File: src/hdl/mbx_regs.vh
// Constants of the serial register slave
// Operation
// - Bad function, address or data field gets an exception reply.
// - Exception function byte is the received function code plus 80h.
// - Unsupported function code gives exception code 01.
// - Register address outside the map gives exception code 02.
// - Malformed data field of a valid request gives exception code 03.
// - ASCII reply: colon, hex pairs for address, function, code, LRC, then CR LF.
// - RTU frames sit between idle gaps of at least 3.5 characters.
// - Word 0000h is signed discharge temperature in 0.1 degree units.
// - Temperature word reads F334h while its sensor is in alarm.
// - Word 0001h is flow rate; reads 8000h during pressure sensor alarm.
// - Word 0002h is discharge pressure; reads F334h during pressure sensor alarm.
// - Word 0003h is conductivity; zero without option, 8000h during its alarm.
// - Temperature word includes the panel offset when offset is enabled.
// - Words 0004h to 0007h are read-only status and alarm flags.
// - Word 000Bh is the read/write setpoint, two's complement, 0.1 degree steps.
// - Word 000Ch is the read/write operation command word.
// - Words 0009h and 000Ah show data selected by word 000Fh.
// - A read starting at 0100h is beyond the map and gets code 02.
// - Function 06 writes one word and echoes address and value.
// - Function 16 writes consecutive words and echoes start and count.
`ifndef MBX_REGS_VH
`define MBX_REGS_VH
// ----------------------------------------
// Register indices
// ----------------------------------------
`define MBX_REG_TEMP 4'h0
`define MBX_REG_FLOW 4'h1
`define MBX_REG_PRESS 4'h2
`define MBX_REG_COND 4'h3
`define MBX_REG_STATUS 4'h4
`define MBX_REG_ALARM1 4'h5
`define MBX_REG_ALARM2 4'h6
`define MBX_REG_ALARM3 4'h7
`define MBX_REG_DISP1 4'h9
`define MBX_REG_DISP2 4'hA
`define MBX_REG_SETPT 4'hB
`define MBX_REG_CMD 4'hC
`define MBX_REG_SEL 4'hF
`define MBX_REG_COUNT 17'h00010
`define MBX_MAX_QTY 16'h0010
`define MBX_RESET_WORD 16'h0000
// ----------------------------------------
// Sentinels, codes, characters
// ----------------------------------------
`define MBX_SENT_F334 16'hF334
`define MBX_SENT_8000 16'h8000
`define MBX_FC_RD_HOLD 8'h03
`define MBX_FC_RD_IN 8'h04
`define MBX_FC_WR_ONE 8'h06
`define MBX_FC_WR_MULTI 8'h10
`define MBX_EXC_FLAG 8'h80
`define MBX_EXC_NONE 8'h00
`define MBX_EXC_FUNC 8'h01
`define MBX_EXC_ADDR 8'h02
`define MBX_EXC_DATA 8'h03
`define MBX_CH_COLON 8'h3A
`define MBX_CH_CR 8'h0D
`define MBX_CH_LF 8'h0A
`define MBX_CRC_INIT 16'hFFFF
`define MBX_CRC_POLY 16'hA001
`define MBX_BUF_DEPTH 6'd48
`define MBX_FIX_PLEN 6'd6
// ----------------------------------------
// Timing
// ----------------------------------------
`define MBX_CLK_HZ 64'd200000000
`define MBX_BAUD 64'd19200
`define MBX_CHAR_BITS 64'd11
`define MBX_GAP_CHARS_X10 64'd35
`define MBX_GAP_CYCLES ((`MBX_GAP_CHARS_X10 * `MBX_CHAR_BITS * `MBX_CLK_HZ + 64'd10 * `MBX_BAUD - 64'd1) / (64'd10 * `MBX_BAUD))
`endif

File: src/hdl/mbx_slave.v
// Serial register slave with exception replies and sixteen-word map
`timescale 1ns/10ps
`include "mbx_regs.vh"
module mbx_slave #(
	parameter GAP_CYCLES = `MBX_GAP_CYCLES
) (
	// Clock and reset
	input wire clk,
	input wire rst_n,
	// Link configuration
	input wire ascii_mode,
	input wire [7:0] unit_address,
	// Received characters
	input wire rx_valid,
	input wire [7:0] rx_data,
	// Transmitted characters
	output wire tx_valid,
	output wire [7:0] tx_data,
	input wire tx_ready,
	// Measurements and flags
	input wire [15:0] temp_meas,
	input wire [15:0] temp_offset,
	input wire offset_en,
	input wire temp_sensor_alarm,
	input wire [15:0] flow_meas,
	input wire [15:0] press_meas,
	input wire press_sensor_alarm,
	input wire [15:0] cond_meas,
	input wire cond_option,
	input wire cond_sensor_alarm,
	input wire [15:0] status_flags,
	input wire [15:0] alarm_flags_one,
	input wire [15:0] alarm_flags_two,
	input wire [15:0] alarm_flags_three,
	input wire [15:0] display_value_one,
	input wire [15:0] display_value_two,
	// Written words
	output wire [15:0] temperature_setpoint,
	output wire [15:0] operation_command,
	output wire operation_command_strobe,
	output wire [15:0] display_select
);
localparam [5:0] ST_RX = 6'h01;
localparam [5:0] ST_EXEC = 6'h02;
localparam [5:0] ST_WR = 6'h04;
localparam [5:0] ST_HEAD = 6'h08;
localparam [5:0] ST_BODY = 6'h10;
localparam [5:0] ST_TAIL = 6'h20;
localparam [19:0] GAP_W = GAP_CYCLES[19:0];

reg [5:0] state_reg;
reg [5:0] nb_reg;
reg act_reg;
reg bad_reg;
reg nib_reg;
reg [3:0] hi_reg;
reg [7:0] lrc_reg;
reg [15:0] crc_reg;
reg [19:0] gap_reg;
reg [7:0] exc_reg;
reg [5:0] len_reg;
reg [5:0] idx_reg;
reg [3:0] wi_reg;
reg txv_reg;
reg [7:0] txd_reg;
reg [15:0] setpoint_reg;
reg [15:0] command_reg;
reg [15:0] select_reg;
reg strobe_reg;
reg [7:0] buf_mem [0:47];

// ----------------------------------------
// Checksum and hex character helpers
// ----------------------------------------
function [15:0] crc_upd;
	input [15:0] c;
	input [7:0] b;
	integer k;
	reg [15:0] t;
	begin
		t = c ^ {8'h00, b};
		for (k = 0; k < 8; k = k + 1) begin
			t = t[0] ? ((t >> 1) ^ `MBX_CRC_POLY) : (t >> 1);
		end
		crc_upd = t;
	end
endfunction

function [7:0] hex_char;
	input [3:0] n;
	begin
		hex_char = (n < 4'hA) ? (8'h30 + {4'h0, n}) : (8'h37 + {4'h0, n});
	end
endfunction

// ----------------------------------------
// Receive decode
// ----------------------------------------
wire is_dig = (rx_data >= 8'h30) && (rx_data <= 8'h39);
wire is_up = (rx_data >= 8'h41) && (rx_data <= 8'h46);
wire is_lo = (rx_data >= 8'h61) && (rx_data <= 8'h66);
wire is_hex = is_dig || is_up || is_lo;
wire [3:0] rx_nib = is_dig ? rx_data[3:0] : (rx_data[3:0] + 4'h9);
wire in_rx = (state_reg == ST_RX);
wire fits = nb_reg < `MBX_BUF_DEPTH;
wire a_store = act_reg && is_hex && nib_reg && (rx_data != `MBX_CH_COLON);
wire store = in_rx && rx_valid && fits && (ascii_mode ? a_store : 1'b1);
wire [7:0] st_byte = ascii_mode ? {hi_reg, rx_nib} : rx_data;

always @(posedge clk) begin
	if (store) begin
		buf_mem[nb_reg] <= st_byte;
	end
end

// ----------------------------------------
// Request check
// ----------------------------------------
wire [7:0] fc = buf_mem[1];
wire [15:0] start = {buf_mem[2], buf_mem[3]};
wire [15:0] qty = {buf_mem[4], buf_mem[5]};
wire [7:0] bcnt = buf_mem[6];
wire [5:0] plen = nb_reg - (ascii_mode ? 6'd1 : 6'd2);
wire [16:0] span = {1'b0, start} + {1'b0, qty};
wire qty_ok = (qty != 16'h0000) && (qty <= `MBX_MAX_QTY);
wire chk_ok = ascii_mode ? (lrc_reg == 8'h00) : (crc_reg == 16'h0000);
wire min_ok = nb_reg >= (ascii_mode ? 6'd3 : 6'd4);
wire frame_ok = !bad_reg && min_ok && chk_ok && (buf_mem[0] == unit_address);
wire is_read = (fc == `MBX_FC_RD_HOLD) || (fc == `MBX_FC_RD_IN);
reg [7:0] exc_c;
reg [5:0] len_c;

always @* begin
	exc_c = `MBX_EXC_NONE;
	len_c = `MBX_FIX_PLEN;
	case (fc)
		`MBX_FC_RD_HOLD, `MBX_FC_RD_IN: begin
			if ((plen != `MBX_FIX_PLEN) || !qty_ok) begin
				exc_c = `MBX_EXC_DATA;
			end else if (span > `MBX_REG_COUNT) begin
				exc_c = `MBX_EXC_ADDR;
			end else begin
				len_c = 6'd3 + {qty[4:0], 1'b0};
			end
		end
		`MBX_FC_WR_ONE: begin
			if (plen != `MBX_FIX_PLEN) begin
				exc_c = `MBX_EXC_DATA;
			end else if (start > 16'h000F) begin
				exc_c = `MBX_EXC_ADDR;
			end
		end
		`MBX_FC_WR_MULTI: begin
			if (({3'b000, plen} != ({1'b0, bcnt} + 9'd7)) || !qty_ok || (bcnt != {qty[6:0], 1'b0})) begin
				exc_c = `MBX_EXC_DATA;
			end else if (span > `MBX_REG_COUNT) begin
				exc_c = `MBX_EXC_ADDR;
			end
		end
		default: begin
			exc_c = `MBX_EXC_FUNC;
		end
	endcase
	if (exc_c != `MBX_EXC_NONE) begin
		len_c = 6'd3;
	end
end

// ----------------------------------------
// Register map read
// ----------------------------------------
wire [5:0] doff = idx_reg - 6'd3;
wire [3:0] rd_idx = start[3:0] + doff[4:1];
reg [15:0] rd_word;

always @* begin
	case (rd_idx)
		`MBX_REG_TEMP: rd_word = temp_sensor_alarm ? `MBX_SENT_F334 :
			(offset_en ? (temp_meas + temp_offset) : temp_meas);
		`MBX_REG_FLOW: rd_word = press_sensor_alarm ? `MBX_SENT_8000 : flow_meas;
		`MBX_REG_PRESS: rd_word = press_sensor_alarm ? `MBX_SENT_F334 : press_meas;
		`MBX_REG_COND: rd_word = !cond_option ? `MBX_RESET_WORD :
			(cond_sensor_alarm ? `MBX_SENT_8000 : cond_meas);
		`MBX_REG_STATUS: rd_word = status_flags;
		`MBX_REG_ALARM1: rd_word = alarm_flags_one;
		`MBX_REG_ALARM2: rd_word = alarm_flags_two;
		`MBX_REG_ALARM3: rd_word = alarm_flags_three;
		`MBX_REG_DISP1: rd_word = display_value_one;
		`MBX_REG_DISP2: rd_word = display_value_two;
		`MBX_REG_SETPT: rd_word = setpoint_reg;
		`MBX_REG_CMD: rd_word = command_reg;
		`MBX_REG_SEL: rd_word = select_reg;
		default: rd_word = `MBX_RESET_WORD;
	endcase
end

// ----------------------------------------
// Reply byte and character
// ----------------------------------------
reg [7:0] rsp_b;
always @* begin
	if (idx_reg == 6'd0) begin
		rsp_b = buf_mem[0];
	end else if (idx_reg == 6'd1) begin
		rsp_b = (exc_reg != `MBX_EXC_NONE) ? (fc | `MBX_EXC_FLAG) : fc;
	end else if (exc_reg != `MBX_EXC_NONE) begin
		rsp_b = exc_reg;
	end else if (is_read) begin
		if (idx_reg == 6'd2) begin
			rsp_b = {qty[6:0], 1'b0};
		end else begin
			rsp_b = doff[0] ? rd_word[7:0] : rd_word[15:8];
		end
	end else begin
		rsp_b = buf_mem[idx_reg];
	end
end

wire in_data = idx_reg < len_reg;
wire [7:0] chk_b = ascii_mode ? (8'h00 - lrc_reg) : ((idx_reg == len_reg) ? crc_reg[7:0] : crc_reg[15:8]);
wire [7:0] lb = in_data ? rsp_b : chk_b;
wire [5:0] last_idx = len_reg + (ascii_mode ? 6'd0 : 6'd1);
reg have;
reg [7:0] ch;

always @* begin
	have = 1'b0;
	ch = 8'h00;
	case (state_reg)
		ST_HEAD: begin
			have = ascii_mode;
			ch = `MBX_CH_COLON;
		end
		ST_BODY: begin
			have = 1'b1;
			ch = !ascii_mode ? lb : hex_char(nib_reg ? lb[3:0] : lb[7:4]);
		end
		ST_TAIL: begin
			have = 1'b1;
			ch = nib_reg ? `MBX_CH_LF : `MBX_CH_CR;
		end
		default: begin
			have = 1'b0;
		end
	endcase
end
wire load = have && (!txv_reg || tx_ready);

// ----------------------------------------
// Word writes
// ----------------------------------------
wire [5:0] wp = 6'd7 + {1'b0, wi_reg, 1'b0};
reg wr_go;
reg [3:0] wr_idx;
reg [15:0] wr_val;

always @* begin
	wr_go = 1'b0;
	wr_idx = start[3:0];
	wr_val = qty;
	if ((state_reg == ST_EXEC) && frame_ok && (exc_c == `MBX_EXC_NONE) && (fc == `MBX_FC_WR_ONE)) begin
		wr_go = 1'b1;
	end else if (state_reg == ST_WR) begin
		wr_go = 1'b1;
		wr_idx = start[3:0] + wi_reg;
		wr_val = {buf_mem[wp], buf_mem[wp + 6'd1]};
	end
end

always @(posedge clk or negedge rst_n) begin
	if (!rst_n) begin
		setpoint_reg <= `MBX_RESET_WORD;
		command_reg <= `MBX_RESET_WORD;
		select_reg <= `MBX_RESET_WORD;
		strobe_reg <= 1'b0;
	end else begin
		strobe_reg <= wr_go && (wr_idx == `MBX_REG_CMD);
		if (wr_go) begin
			case (wr_idx)
				`MBX_REG_SETPT: setpoint_reg <= wr_val;
				`MBX_REG_CMD: command_reg <= wr_val;
				`MBX_REG_SEL: select_reg <= wr_val;
				default: ;
			endcase
		end
	end
end

// ----------------------------------------
// Frame sequencer
// ----------------------------------------
task go_idle;
	begin
		state_reg <= ST_RX;
		nb_reg <= 6'd0;
		act_reg <= 1'b0;
		bad_reg <= 1'b0;
		nib_reg <= 1'b0;
		gap_reg <= 20'd0;
		lrc_reg <= 8'h00;
		crc_reg <= `MBX_CRC_INIT;
	end
endtask

always @(posedge clk or negedge rst_n) begin
	if (!rst_n) begin
		state_reg <= ST_RX;
		nb_reg <= 6'd0;
		act_reg <= 1'b0;
		bad_reg <= 1'b0;
		nib_reg <= 1'b0;
		hi_reg <= 4'h0;
		gap_reg <= 20'd0;
		lrc_reg <= 8'h00;
		crc_reg <= `MBX_CRC_INIT;
		exc_reg <= `MBX_EXC_NONE;
		len_reg <= 6'd0;
		idx_reg <= 6'd0;
		wi_reg <= 4'h0;
		txv_reg <= 1'b0;
		txd_reg <= 8'h00;
	end else begin
		if (load) begin
			txv_reg <= 1'b1;
			txd_reg <= ch;
		end else if (tx_ready) begin
			txv_reg <= 1'b0;
		end
		case (state_reg)
			ST_RX: begin
				if (rx_valid) begin
					gap_reg <= 20'd0;
				end else if (gap_reg != GAP_W) begin
					gap_reg <= gap_reg + 20'd1;
				end
				if (ascii_mode) begin
					if (rx_valid && (rx_data == `MBX_CH_COLON)) begin
						act_reg <= 1'b1;
						nb_reg <= 6'd0;
						nib_reg <= 1'b0;
						bad_reg <= 1'b0;
						lrc_reg <= 8'h00;
					end else if (rx_valid && act_reg) begin
						if (rx_data == `MBX_CH_LF) begin
							act_reg <= 1'b0;
							bad_reg <= bad_reg | nib_reg;
							state_reg <= ST_EXEC;
						end else if (rx_data == `MBX_CH_CR) begin
							bad_reg <= bad_reg;
						end else if (!is_hex) begin
							bad_reg <= 1'b1;
						end else if (!nib_reg) begin
							hi_reg <= rx_nib;
							nib_reg <= 1'b1;
						end else begin
							nib_reg <= 1'b0;
							if (fits) begin
								nb_reg <= nb_reg + 6'd1;
								lrc_reg <= lrc_reg + st_byte;
							end else begin
								bad_reg <= 1'b1;
							end
						end
					end
				end else if (rx_valid) begin
					if (fits) begin
						nb_reg <= nb_reg + 6'd1;
						crc_reg <= crc_upd(crc_reg, rx_data);
					end else begin
						bad_reg <= 1'b1;
					end
				end else if ((nb_reg != 6'd0) && (gap_reg == GAP_W)) begin
					state_reg <= ST_EXEC;
				end
			end
			ST_EXEC: begin
				exc_reg <= exc_c;
				len_reg <= len_c;
				idx_reg <= 6'd0;
				wi_reg <= 4'h0;
				nib_reg <= 1'b0;
				lrc_reg <= 8'h00;
				crc_reg <= `MBX_CRC_INIT;
				if (!frame_ok) begin
					go_idle;
				end else if ((exc_c == `MBX_EXC_NONE) && (fc == `MBX_FC_WR_MULTI)) begin
					state_reg <= ST_WR;
				end else begin
					state_reg <= ST_HEAD;
				end
			end
			ST_WR: begin
				wi_reg <= wi_reg + 4'h1;
				if (wi_reg == (qty[3:0] - 4'h1)) begin
					state_reg <= ST_HEAD;
				end
			end
			ST_HEAD: begin
				if (!ascii_mode || load) begin
					state_reg <= ST_BODY;
				end
			end
			ST_BODY: begin
				if (load) begin
					if (ascii_mode && !nib_reg) begin
						nib_reg <= 1'b1;
					end else begin
						nib_reg <= 1'b0;
						if (in_data) begin
							lrc_reg <= lrc_reg + lb;
							crc_reg <= crc_upd(crc_reg, lb);
						end
						idx_reg <= idx_reg + 6'd1;
						if (idx_reg == last_idx) begin
							if (ascii_mode) begin
								state_reg <= ST_TAIL;
							end else begin
								go_idle;
							end
						end
					end
				end
			end
			ST_TAIL: begin
				if (load) begin
					if (nib_reg) begin
						go_idle;
					end else begin
						nib_reg <= 1'b1;
					end
				end
			end
			default: begin
				go_idle;
			end
		endcase
	end
end

// ----------------------------------------
// Outputs
// ----------------------------------------
assign tx_valid = txv_reg;
assign tx_data = txd_reg;
assign temperature_setpoint = setpoint_reg;
assign operation_command = command_reg;
assign operation_command_strobe = strobe_reg;
assign display_select = select_reg;
endmodule // mbx_slave

File: config.mk
export PLATFORM = sky130hd
export DESIGN_NAME = mbx_slave
export DESIGN_NICKNAME = d
export VERILOG_FILES = /design/src/hdl/mbx_slave.v
export VERILOG_INCLUDE_DIRS = /design/src /design/src/hdl
export SDC_FILE = /design/constraint.sdc
export NUM_CORES = 1
export LEC_CHECK = 0
export BUFFER_PORTS_ARGS = -buffer_cell sky130_fd_sc_hd__buf_2
export CORE_UTILIZATION = 55
export DETAILED_ROUTE_END_ITERATION = 8
export GPL_TIMING_DRIVEN = 0
export PLACE_DENSITY = 0.86
export SYNTH_ARGS = -nofsm -noshare
export SYNTH_HDL_FRONTEND = slang
export SYNTH_SLANG_ARGS = --single-unit
File: constraint.sdc
create_clock -name clk -period 6.2 [get_ports clk]
set_clock_uncertainty 0.05 [all_clocks]
set_input_delay 1.24 -clock clk [delete_from_list [all_inputs] [get_ports clk]]
set_output_delay 1.24 -clock clk [all_outputs]
set_load 0.03 [all_outputs]
# After elaboration in Yosys (flattened, before gate mapping)
# Memories as Yosys holds them, arrays and structs flattened.
# Cells that the tools add are included.
# op_classes
addsub,22
n_lt_le_gt_ge,13
eq_ne,74
mux,174
bitwise,24
reduce_logical,64
# ops
operator,n
two-way mux 16 bit,34
two-way mux 8 bit,28
two-way mux 6 bit,36
case mux 16 bit (13 select lines),1
two-way mux 20 bit,9
case mux 20 bit (5 select lines),1
case mux 16 bit (4 select lines),1
NOT 2 -> 3 bit,16
case mux 8 bit (3 select lines),2
two-way mux 1 bit,39
case mux 6 bit (6 select lines),1
AND reduction 12 bit,3
equality test 4 bit (second input constant),8
case mux 8 bit (4 select lines),1
bitwise XOR 16 x 8 -> 16 bit,2
case mux 6 bit (5 select lines),1
two-way mux 4 bit,6
AND reduction 8 bit,3
logical AND 1 bit,23
!= test 2 bit (second input constant),11
adder 20 x 1 -> 20 bit (second input constant),1
equality test 20 x 19 -> 1 bit (second input constant),1
!= test 20 x 19 -> 1 bit (second input constant),1
adder 6 x 1 -> 6 bit (second input constant),3
other kinds (82),139
# word_totals
register_bits,145
mem_bits_rw,384
in_bits,202
output_inout_bits,58
n_memories,1
# mem_list
memory,depth,width,read_ports,rd_clocked_by_memory_dff,write_ports,line_no,source
buf_mem,48,8,10,0,1,mbx_slave.v:70,reg [7:0] buf_mem [0:47];

# Depth between registers and ports, before layout
# logic_depth
ltp_word,34
mapped_depth,33

# Least setup slack after synthesis
# OpenSTA, ideal clock, no wires.
# synth_timing
path_kind,input -> register
start,input ascii_mode
end,register lrc_reg[7]
setup_ns,0.067
arrival_ns,6.035
required_ns,6.083
path_slack_ns,0.047
stages,16
cell_sequence,clkbuf_1 > clkbuf_1 > clkbuf_1 > buf_1 > buf_1 > nand3_1 > xnor2_1 > ha_1 > a21o_1 > a21o_1 > a21oi_1 > o21bai_1 > a21oi_1 > xor3_1 > o32ai_1 > a32o_1
# synth_via
elab_chain_cells,11
# synth_rtl
item,line_no,source
from (decl),mbx_slave.v:11,"input wire ascii_mode,"
two-way mux 8 bit,mbx_slave.v:108,"wire [7:0] st_byte = ascii_mode ? {hi_reg, rx_nib} : rx_data;"
net st_byte[2],mbx_slave.v:108,
adder 8 bit,mbx_slave.v:359,lrc_reg <= lrc_reg + st_byte;
two-way mux 8 bit,mbx_slave.v:357,if (fits) begin
two-way mux 8 bit,mbx_slave.v:352,end else if (!nib_reg) begin
two-way mux 8 bit,mbx_slave.v:350,end else if (!is_hex) begin
two-way mux 8 bit,mbx_slave.v:348,end else if (rx_data == `MBX_CH_CR) begin
two-way mux 8 bit,mbx_slave.v:344,if (rx_data == `MBX_CH_LF) begin
two-way mux 8 bit,mbx_slave.v:343,end else if (rx_valid && act_reg) begin
two-way mux 8 bit,mbx_slave.v:337,if (rx_valid && (rx_data == `MBX_CH_COLON)) begin
two-way mux 8 bit,mbx_slave.v:336,if (ascii_mode) begin
case mux 8 bit (4 select lines),mbx_slave.v:329,case (state_reg)
to (signal assigned),mbx_slave.v:359,
to (signal assigned),mbx_slave.v:410,lrc_reg <= lrc_reg + lb;
to (decl),mbx_slave.v:57,reg [7:0] lrc_reg;
# The timed path passes the listed nets, and every way through them passes these cells. The select of a mux whose other input is x is not followed.
# A chain may end at the register's enable or synchronous reset.

# Final worst setup path
# layout_timing
start,register idx_reg[1]
end,register lrc_reg[7]
# layout_via
elab_chain_cells,18
# layout_rtl
item,line_no,source
from (decl),mbx_slave.v:62,reg [5:0] idx_reg;
from (signal assigned),mbx_slave.v:413,idx_reg <= idx_reg + 6'd1;
subtractor 5 x 2 -> 5 bit,mbx_slave.v:172,wire [5:0] doff = idx_reg - 6'd3;
adder 4 bit,mbx_slave.v:173,wire [3:0] rd_idx = start[3:0] + doff[4:1];
"equality test 4 bit, or another cell as far along",mbx_slave.v:177,case (rd_idx)
case mux 16 bit (13 select lines),mbx_slave.v:177,
two-way mux 8 bit,mbx_slave.v:212,rsp_b = doff[0] ? rd_word[7:0] : rd_word[15:8];
two-way mux 8 bit,mbx_slave.v:209,if (idx_reg == 6'd2) begin
two-way mux 8 bit,mbx_slave.v:208,end else if (is_read) begin
two-way mux 8 bit,mbx_slave.v:206,end else if (exc_reg != `MBX_EXC_NONE) begin
(+2 left out),n/a,
two-way mux 8 bit,mbx_slave.v:221,wire [7:0] lb = in_data ? rsp_b : chk_b;
adder 8 bit,mbx_slave.v:410,
two-way mux 8 bit,mbx_slave.v:409,if (in_data) begin
two-way mux 8 bit,mbx_slave.v:415,if (ascii_mode) begin
two-way mux 8 bit (*),mbx_slave.v:414,if (idx_reg == last_idx) begin
two-way mux 8 bit (*),mbx_slave.v:405,if (ascii_mode && !nib_reg) begin
two-way mux 8 bit (*),mbx_slave.v:404,if (load) begin
case mux 8 bit (4 select lines) (*),mbx_slave.v:329,
# Every way passes the cells marked *; elsewhere a longest branch is shown, timed or not. The select of a mux whose other input is x is not followed.

==> impl_table.tex <==
\begin{tabular}{lr}
\hline
Metric & Value \\
\hline
\multicolumn{2}{l}{\textbf{Critical path}} \\
Most common cell type on the critical path & a21o\_1 \\
Combined buffer and inverter count along the critical path & 5 \\
Arr. time, crit path & 6.62 ns \\
Startpoint type of the worst setup path & flip-flop \\
Cell with the largest stage delay on the worst path & fa\_2 \\
Top delay family on crit path & compound AO/OA/AOI/OAI gates \\
Critical path's largest stage delay & 0.62 ns \\
Maximum fanout encountered on the critical timing path & 8 \\
Classification of the worst setup path & reg -> reg \\
Required @ worst endpoint & 6.66 ns \\
Setup crit end kind & flip-flop \\
\multicolumn{2}{l}{\textbf{CTS}} \\
Clk pin slew, worst setup/hold paths & 0.06 ns \\
H-Tree Depth & 2 \\
Latest clock arrival within the worst-skew pair & 0.64 ns \\
Number of hold buffers added after CTS & 0 \\
Number of clock sinks & 523 \\
Maximum buffer depth of the clock tree & 3 \\
Num CTS Buffers & 53 \\
Root buffer selected by CTS & clkbuf\_16 \\
Clock tree from TritonCTS & built \\
\multicolumn{2}{l}{\textbf{Power and ir drop}} \\
Combinational share of power & 0.329 \\
Switching part of the total & 0.341 \\
Sequential fraction of design power & 0.359 \\
Pleak & 0.0135 uW \\
Power per standard cell area & 314 nW/um\^{}2 \\
Switching power total & 3930 uW \\
Internal power summed over all cells & 7600 uW \\
Maximum resistive drop on vdd & 362 uV \\
Share of power burned in the clock network & 0.312 \\
\multicolumn{2}{l}{\textbf{Timing}} \\
Final hold violation count & 0 \\
Normalized max-slew margin & -0.00518 \\
Count of final max-slew check failures & 1 \\
Count of final setup violators & 0 \\
Unrepaired setup endpoints after global routing & true \\
Final critical path time including I/O delays and setup & 6.16 ns \\
Final-layout setup total negative slack & 0 ns \\
Maximum operating frequency & 0.162 GHz \\
Worst-margin pin slew & 1.47 ns \\
Share of the cycle needed by the critical path after routing & 0.994 \\
\multicolumn{2}{l}{\textbf{Drt}} \\
Via density & 7.23 \\
Antenna Nets Post-Route & 0 \\
Vias & 26594 \\
Router iterations before antenna repair & 9 \\
Number of violations reported at the end of detailed-routing iteration 0 & 4150 \\
Routed WL per cell & 35.3 um \\
Residual DRC & 1 \\
Sum of routed wire length over all layers & 130000 um \\
\multicolumn{2}{l}{\textbf{Placement}} \\
PortBufs & 254 \\
Post-detailed-placement half-perimeter wirelength & 92900 um \\
Final GP Congestion & 1.10 \\
Placed inst area & 33900 sq um \\
\multicolumn{2}{l}{\textbf{Logic synthesis}} \\
Syn Inst Count & 2519 \\
Number of synthesis warnings & 0 \\
Dominant combinational cell family by area after synthesis & multiplexers \\
Sequential share of the synthesized area & 0.478 \\
Top cell type's share of synthesized area & 0.366 \\
Synth Area in Adders & 0.0381 \\
Most area-consuming cells after synthesis & edfxtp\_1, mux4\_2, dfrtp\_1 \\
Number of distinct standard cells referenced by the synthesized netlist & 94 \\
Largest area contributor in the synthesized netlist & edfxtp\_1 \\
Fraction of the mapped netlist area in simple logic gates & 0.108 \\
Synthesized Nets & 2812 \\
Post-synthesis mux area share & 0.189 \\
Synthesized flop and latch total & 523 \\
Syn Std Cell Area & 31500 sq um \\
Post-synthesis compound-gate area fraction & 0.107 \\
Proportion of register bits with asynchronous set or reset after synthesis & 0.266 \\
Count of flip-flops with a built-in enable after synthesis & 384 \\
Mean area per synthesized cell & 12.5 sq um \\
Most common flop cell mapped by yosys & edfxtp\_1 \\
Synth Area in XOR/XNOR & 0.0495 \\
\multicolumn{2}{l}{\textbf{Global routing}} \\
Pin count of the biggest net entering global routing & 76 \\
Vias in the first global route & 25429 \\
Antenna violations before repair & 6 \\
Wire length of the first global-routing pass & 180000 um \\
GR Overflow Total & 0 \\
Aggregate global-route resource usage & 0.442 \\
\multicolumn{2}{l}{\textbf{Job}} \\
Total of max-cap violations & 1 \\
\multicolumn{2}{l}{\textbf{Cells and area}} \\
Commonest non-fill, non-tap cells in the layout & edfxtp\_1, buf\_2, mux4\_2 \\
Area Growth Syn to Fin & 16.8\% \\
Number of nets in the layout & 3170 \\
Flip-flop count of the largest register, all copies and words added & 384 \\
Fin area & 36700 sq um \\
Share of post-route cells with drive strength above 1 & 0.285 \\
Most frequent standard cell in the layout excluding fill and tap cells & edfxtp\_1 \\
\multicolumn{2}{l}{\textbf{Die}} \\
Die outline width & 241 um \\
Core area & 56500 sq um \\
Placement Rows & 87 \\
Ports & 260 \\
Initial standard-cell utilization of the core & 0.557 \\
Height of the die & 241 um \\
Die Area & 58200 sq um \\
\multicolumn{2}{l}{\textbf{Outcome}} \\
Outcome & finished, violations left \\
Failing checks & DRC, capacitance limit, slew limit \\
\multicolumn{2}{l}{\textbf{Min path}} \\
Classification of the worst-slack hold path & reg -> reg \\
\hline
\end{tabular}
## cells in the mapped netlist (9+ instances only)
| cell type | count |
|---|---|
| nand3_1 | 79 |
| a2111oi_0 | 9 |
| a311oi_1 | 10 |
| nor2_1 | 186 |
| mux4_2 | 201 |
| nor3_1 | 50 |
| nand2_1 | 164 |
| nand2b_1 | 15 |
| o31ai_1 | 12 |
| nand4_1 | 24 |
| or3_1 | 15 |
| a211oi_1 | 12 |
| a22o_1 | 10 |
| dfstp_2 | 17 |
| nand3b_1 | 20 |
| a21o_1 | 20 |
| mux2_2 | 67 |
| a221oi_1 | 12 |
| xor2_1 | 70 |
| nor3b_1 | 16 |
| mux2i_1 | 68 |
| o21ai_0 | 118 |
| a21oi_1 | 109 |
| xnor2_1 | 85 |
| buf_4 | 15 |
| nor4_1 | 25 |
| dfrtp_1 | 122 |
| a31oi_1 | 30 |
| ha_1 | 83 |
| o211ai_1 | 26 |
| buf_2 | 34 |
| o22ai_1 | 10 |
| clkbuf_1 | 82 |
| and2_1 | 10 |
| buf_1 | 23 |
| and3_1 | 18 |
| edfxtp_1 | 384 |
| a22oi_1 | 25 |
| nor2b_1 | 23 |
| inv_1 | 55 |
## power by group through the flow
stage          registers, uW  logic (uW)  clock network [uW]
4_1_cts                 4130        3560                3580
3_5_place_dp            4200        3470                   0
5_1_grt                 4150        3950                3720
3_3_place_gp            4200        3380                   0
6_report                4150        3790                3600
2_1_floorplan           4130        2410                   0
## cell families (layout without fill, tap and decap cells)
| logic type | count (synthesis) | count (layout) |
|---|---|---|
| AO/OA/AOI/OAI | 500 | 500 |
| AND/OR/NAND/NOR | 685 | 685 |
| adder cells (fa/ha/maj) | 91 | 91 |
| XOR/XNOR | 165 | 166 |
| flip-flops | 523 | 523 |
| multiplexers | 336 | 336 |
| buffers and inverters | 219 | 619 |
| other | 0 | 1 |
## through the flow
step	util	cells	hold WS (ns)	total power (uW)	worst slack (ns)
floorplan	-	2519	0.425	6540	0.0475
global placement	0.596	3529	0.422	7590	-3.07
detailed placement	0.599	3536	0.449	7670	-2.33
CTS	0.643	3643	0.463	11300	-0.135
global route	0.650	3676	0.473	11800	-0.0992
finish	0.650	3677	0.458	11500	0.0364
## cell type report
type | count | area, sq um
timing repair buffer | 309 | 1810
multi-input combinational | 1778 | 15800
clock buffer | 64 | 1370
clock inverter | 34 | 553
antenna | 1 | 2.50
sequential | 523 | 15000
buffer | 154 | 956
fill | 4155 | 19800
inverter | 58 | 226
tap | 756 | 946
## timing repair
item | 4_1_cts | 5_1_grt
resized for setup | 114 | 36
buffers inserted | 14 | 33
pin swaps | 12 | 19
gates cloned | 0 | 2
setup endpoints to repair | 76 | 62
## routing by layer
layer,wire (um),part of all wire,vias to the layer above,global-route usage
met5,50,0.00039,-,0
met4,11600,0.089,8,0.308
met3,19100,0.15,653,0.163
met2,56000,0.43,2507,0.656
met1,43000,0.33,12878,0.537
li1,-,-,10548,-
## worst paths after layout
| kind | slack [ns] | endpoint | start | depth (start not counted) |
|---|---|---|---|---|
| max in group asynchronous | 4.70 | idx_reg[2] | rst_n | 2 |
| min | 0.46 | tx_data[6] | tx_data[6] | 1 |
| max reg2reg | 0.04 | lrc_reg[7] | idx_reg[1] | 27 |
| max | 0.04 | lrc_reg[7] | idx_reg[1] | 27 |
| min reg2reg | 0.46 | tx_data[6] | tx_data[6] | 1 |
| min in group asynchronous | 0.54 | tx_data[4] | rst_n | 1 |
Power figures use the tool's default switching activity.
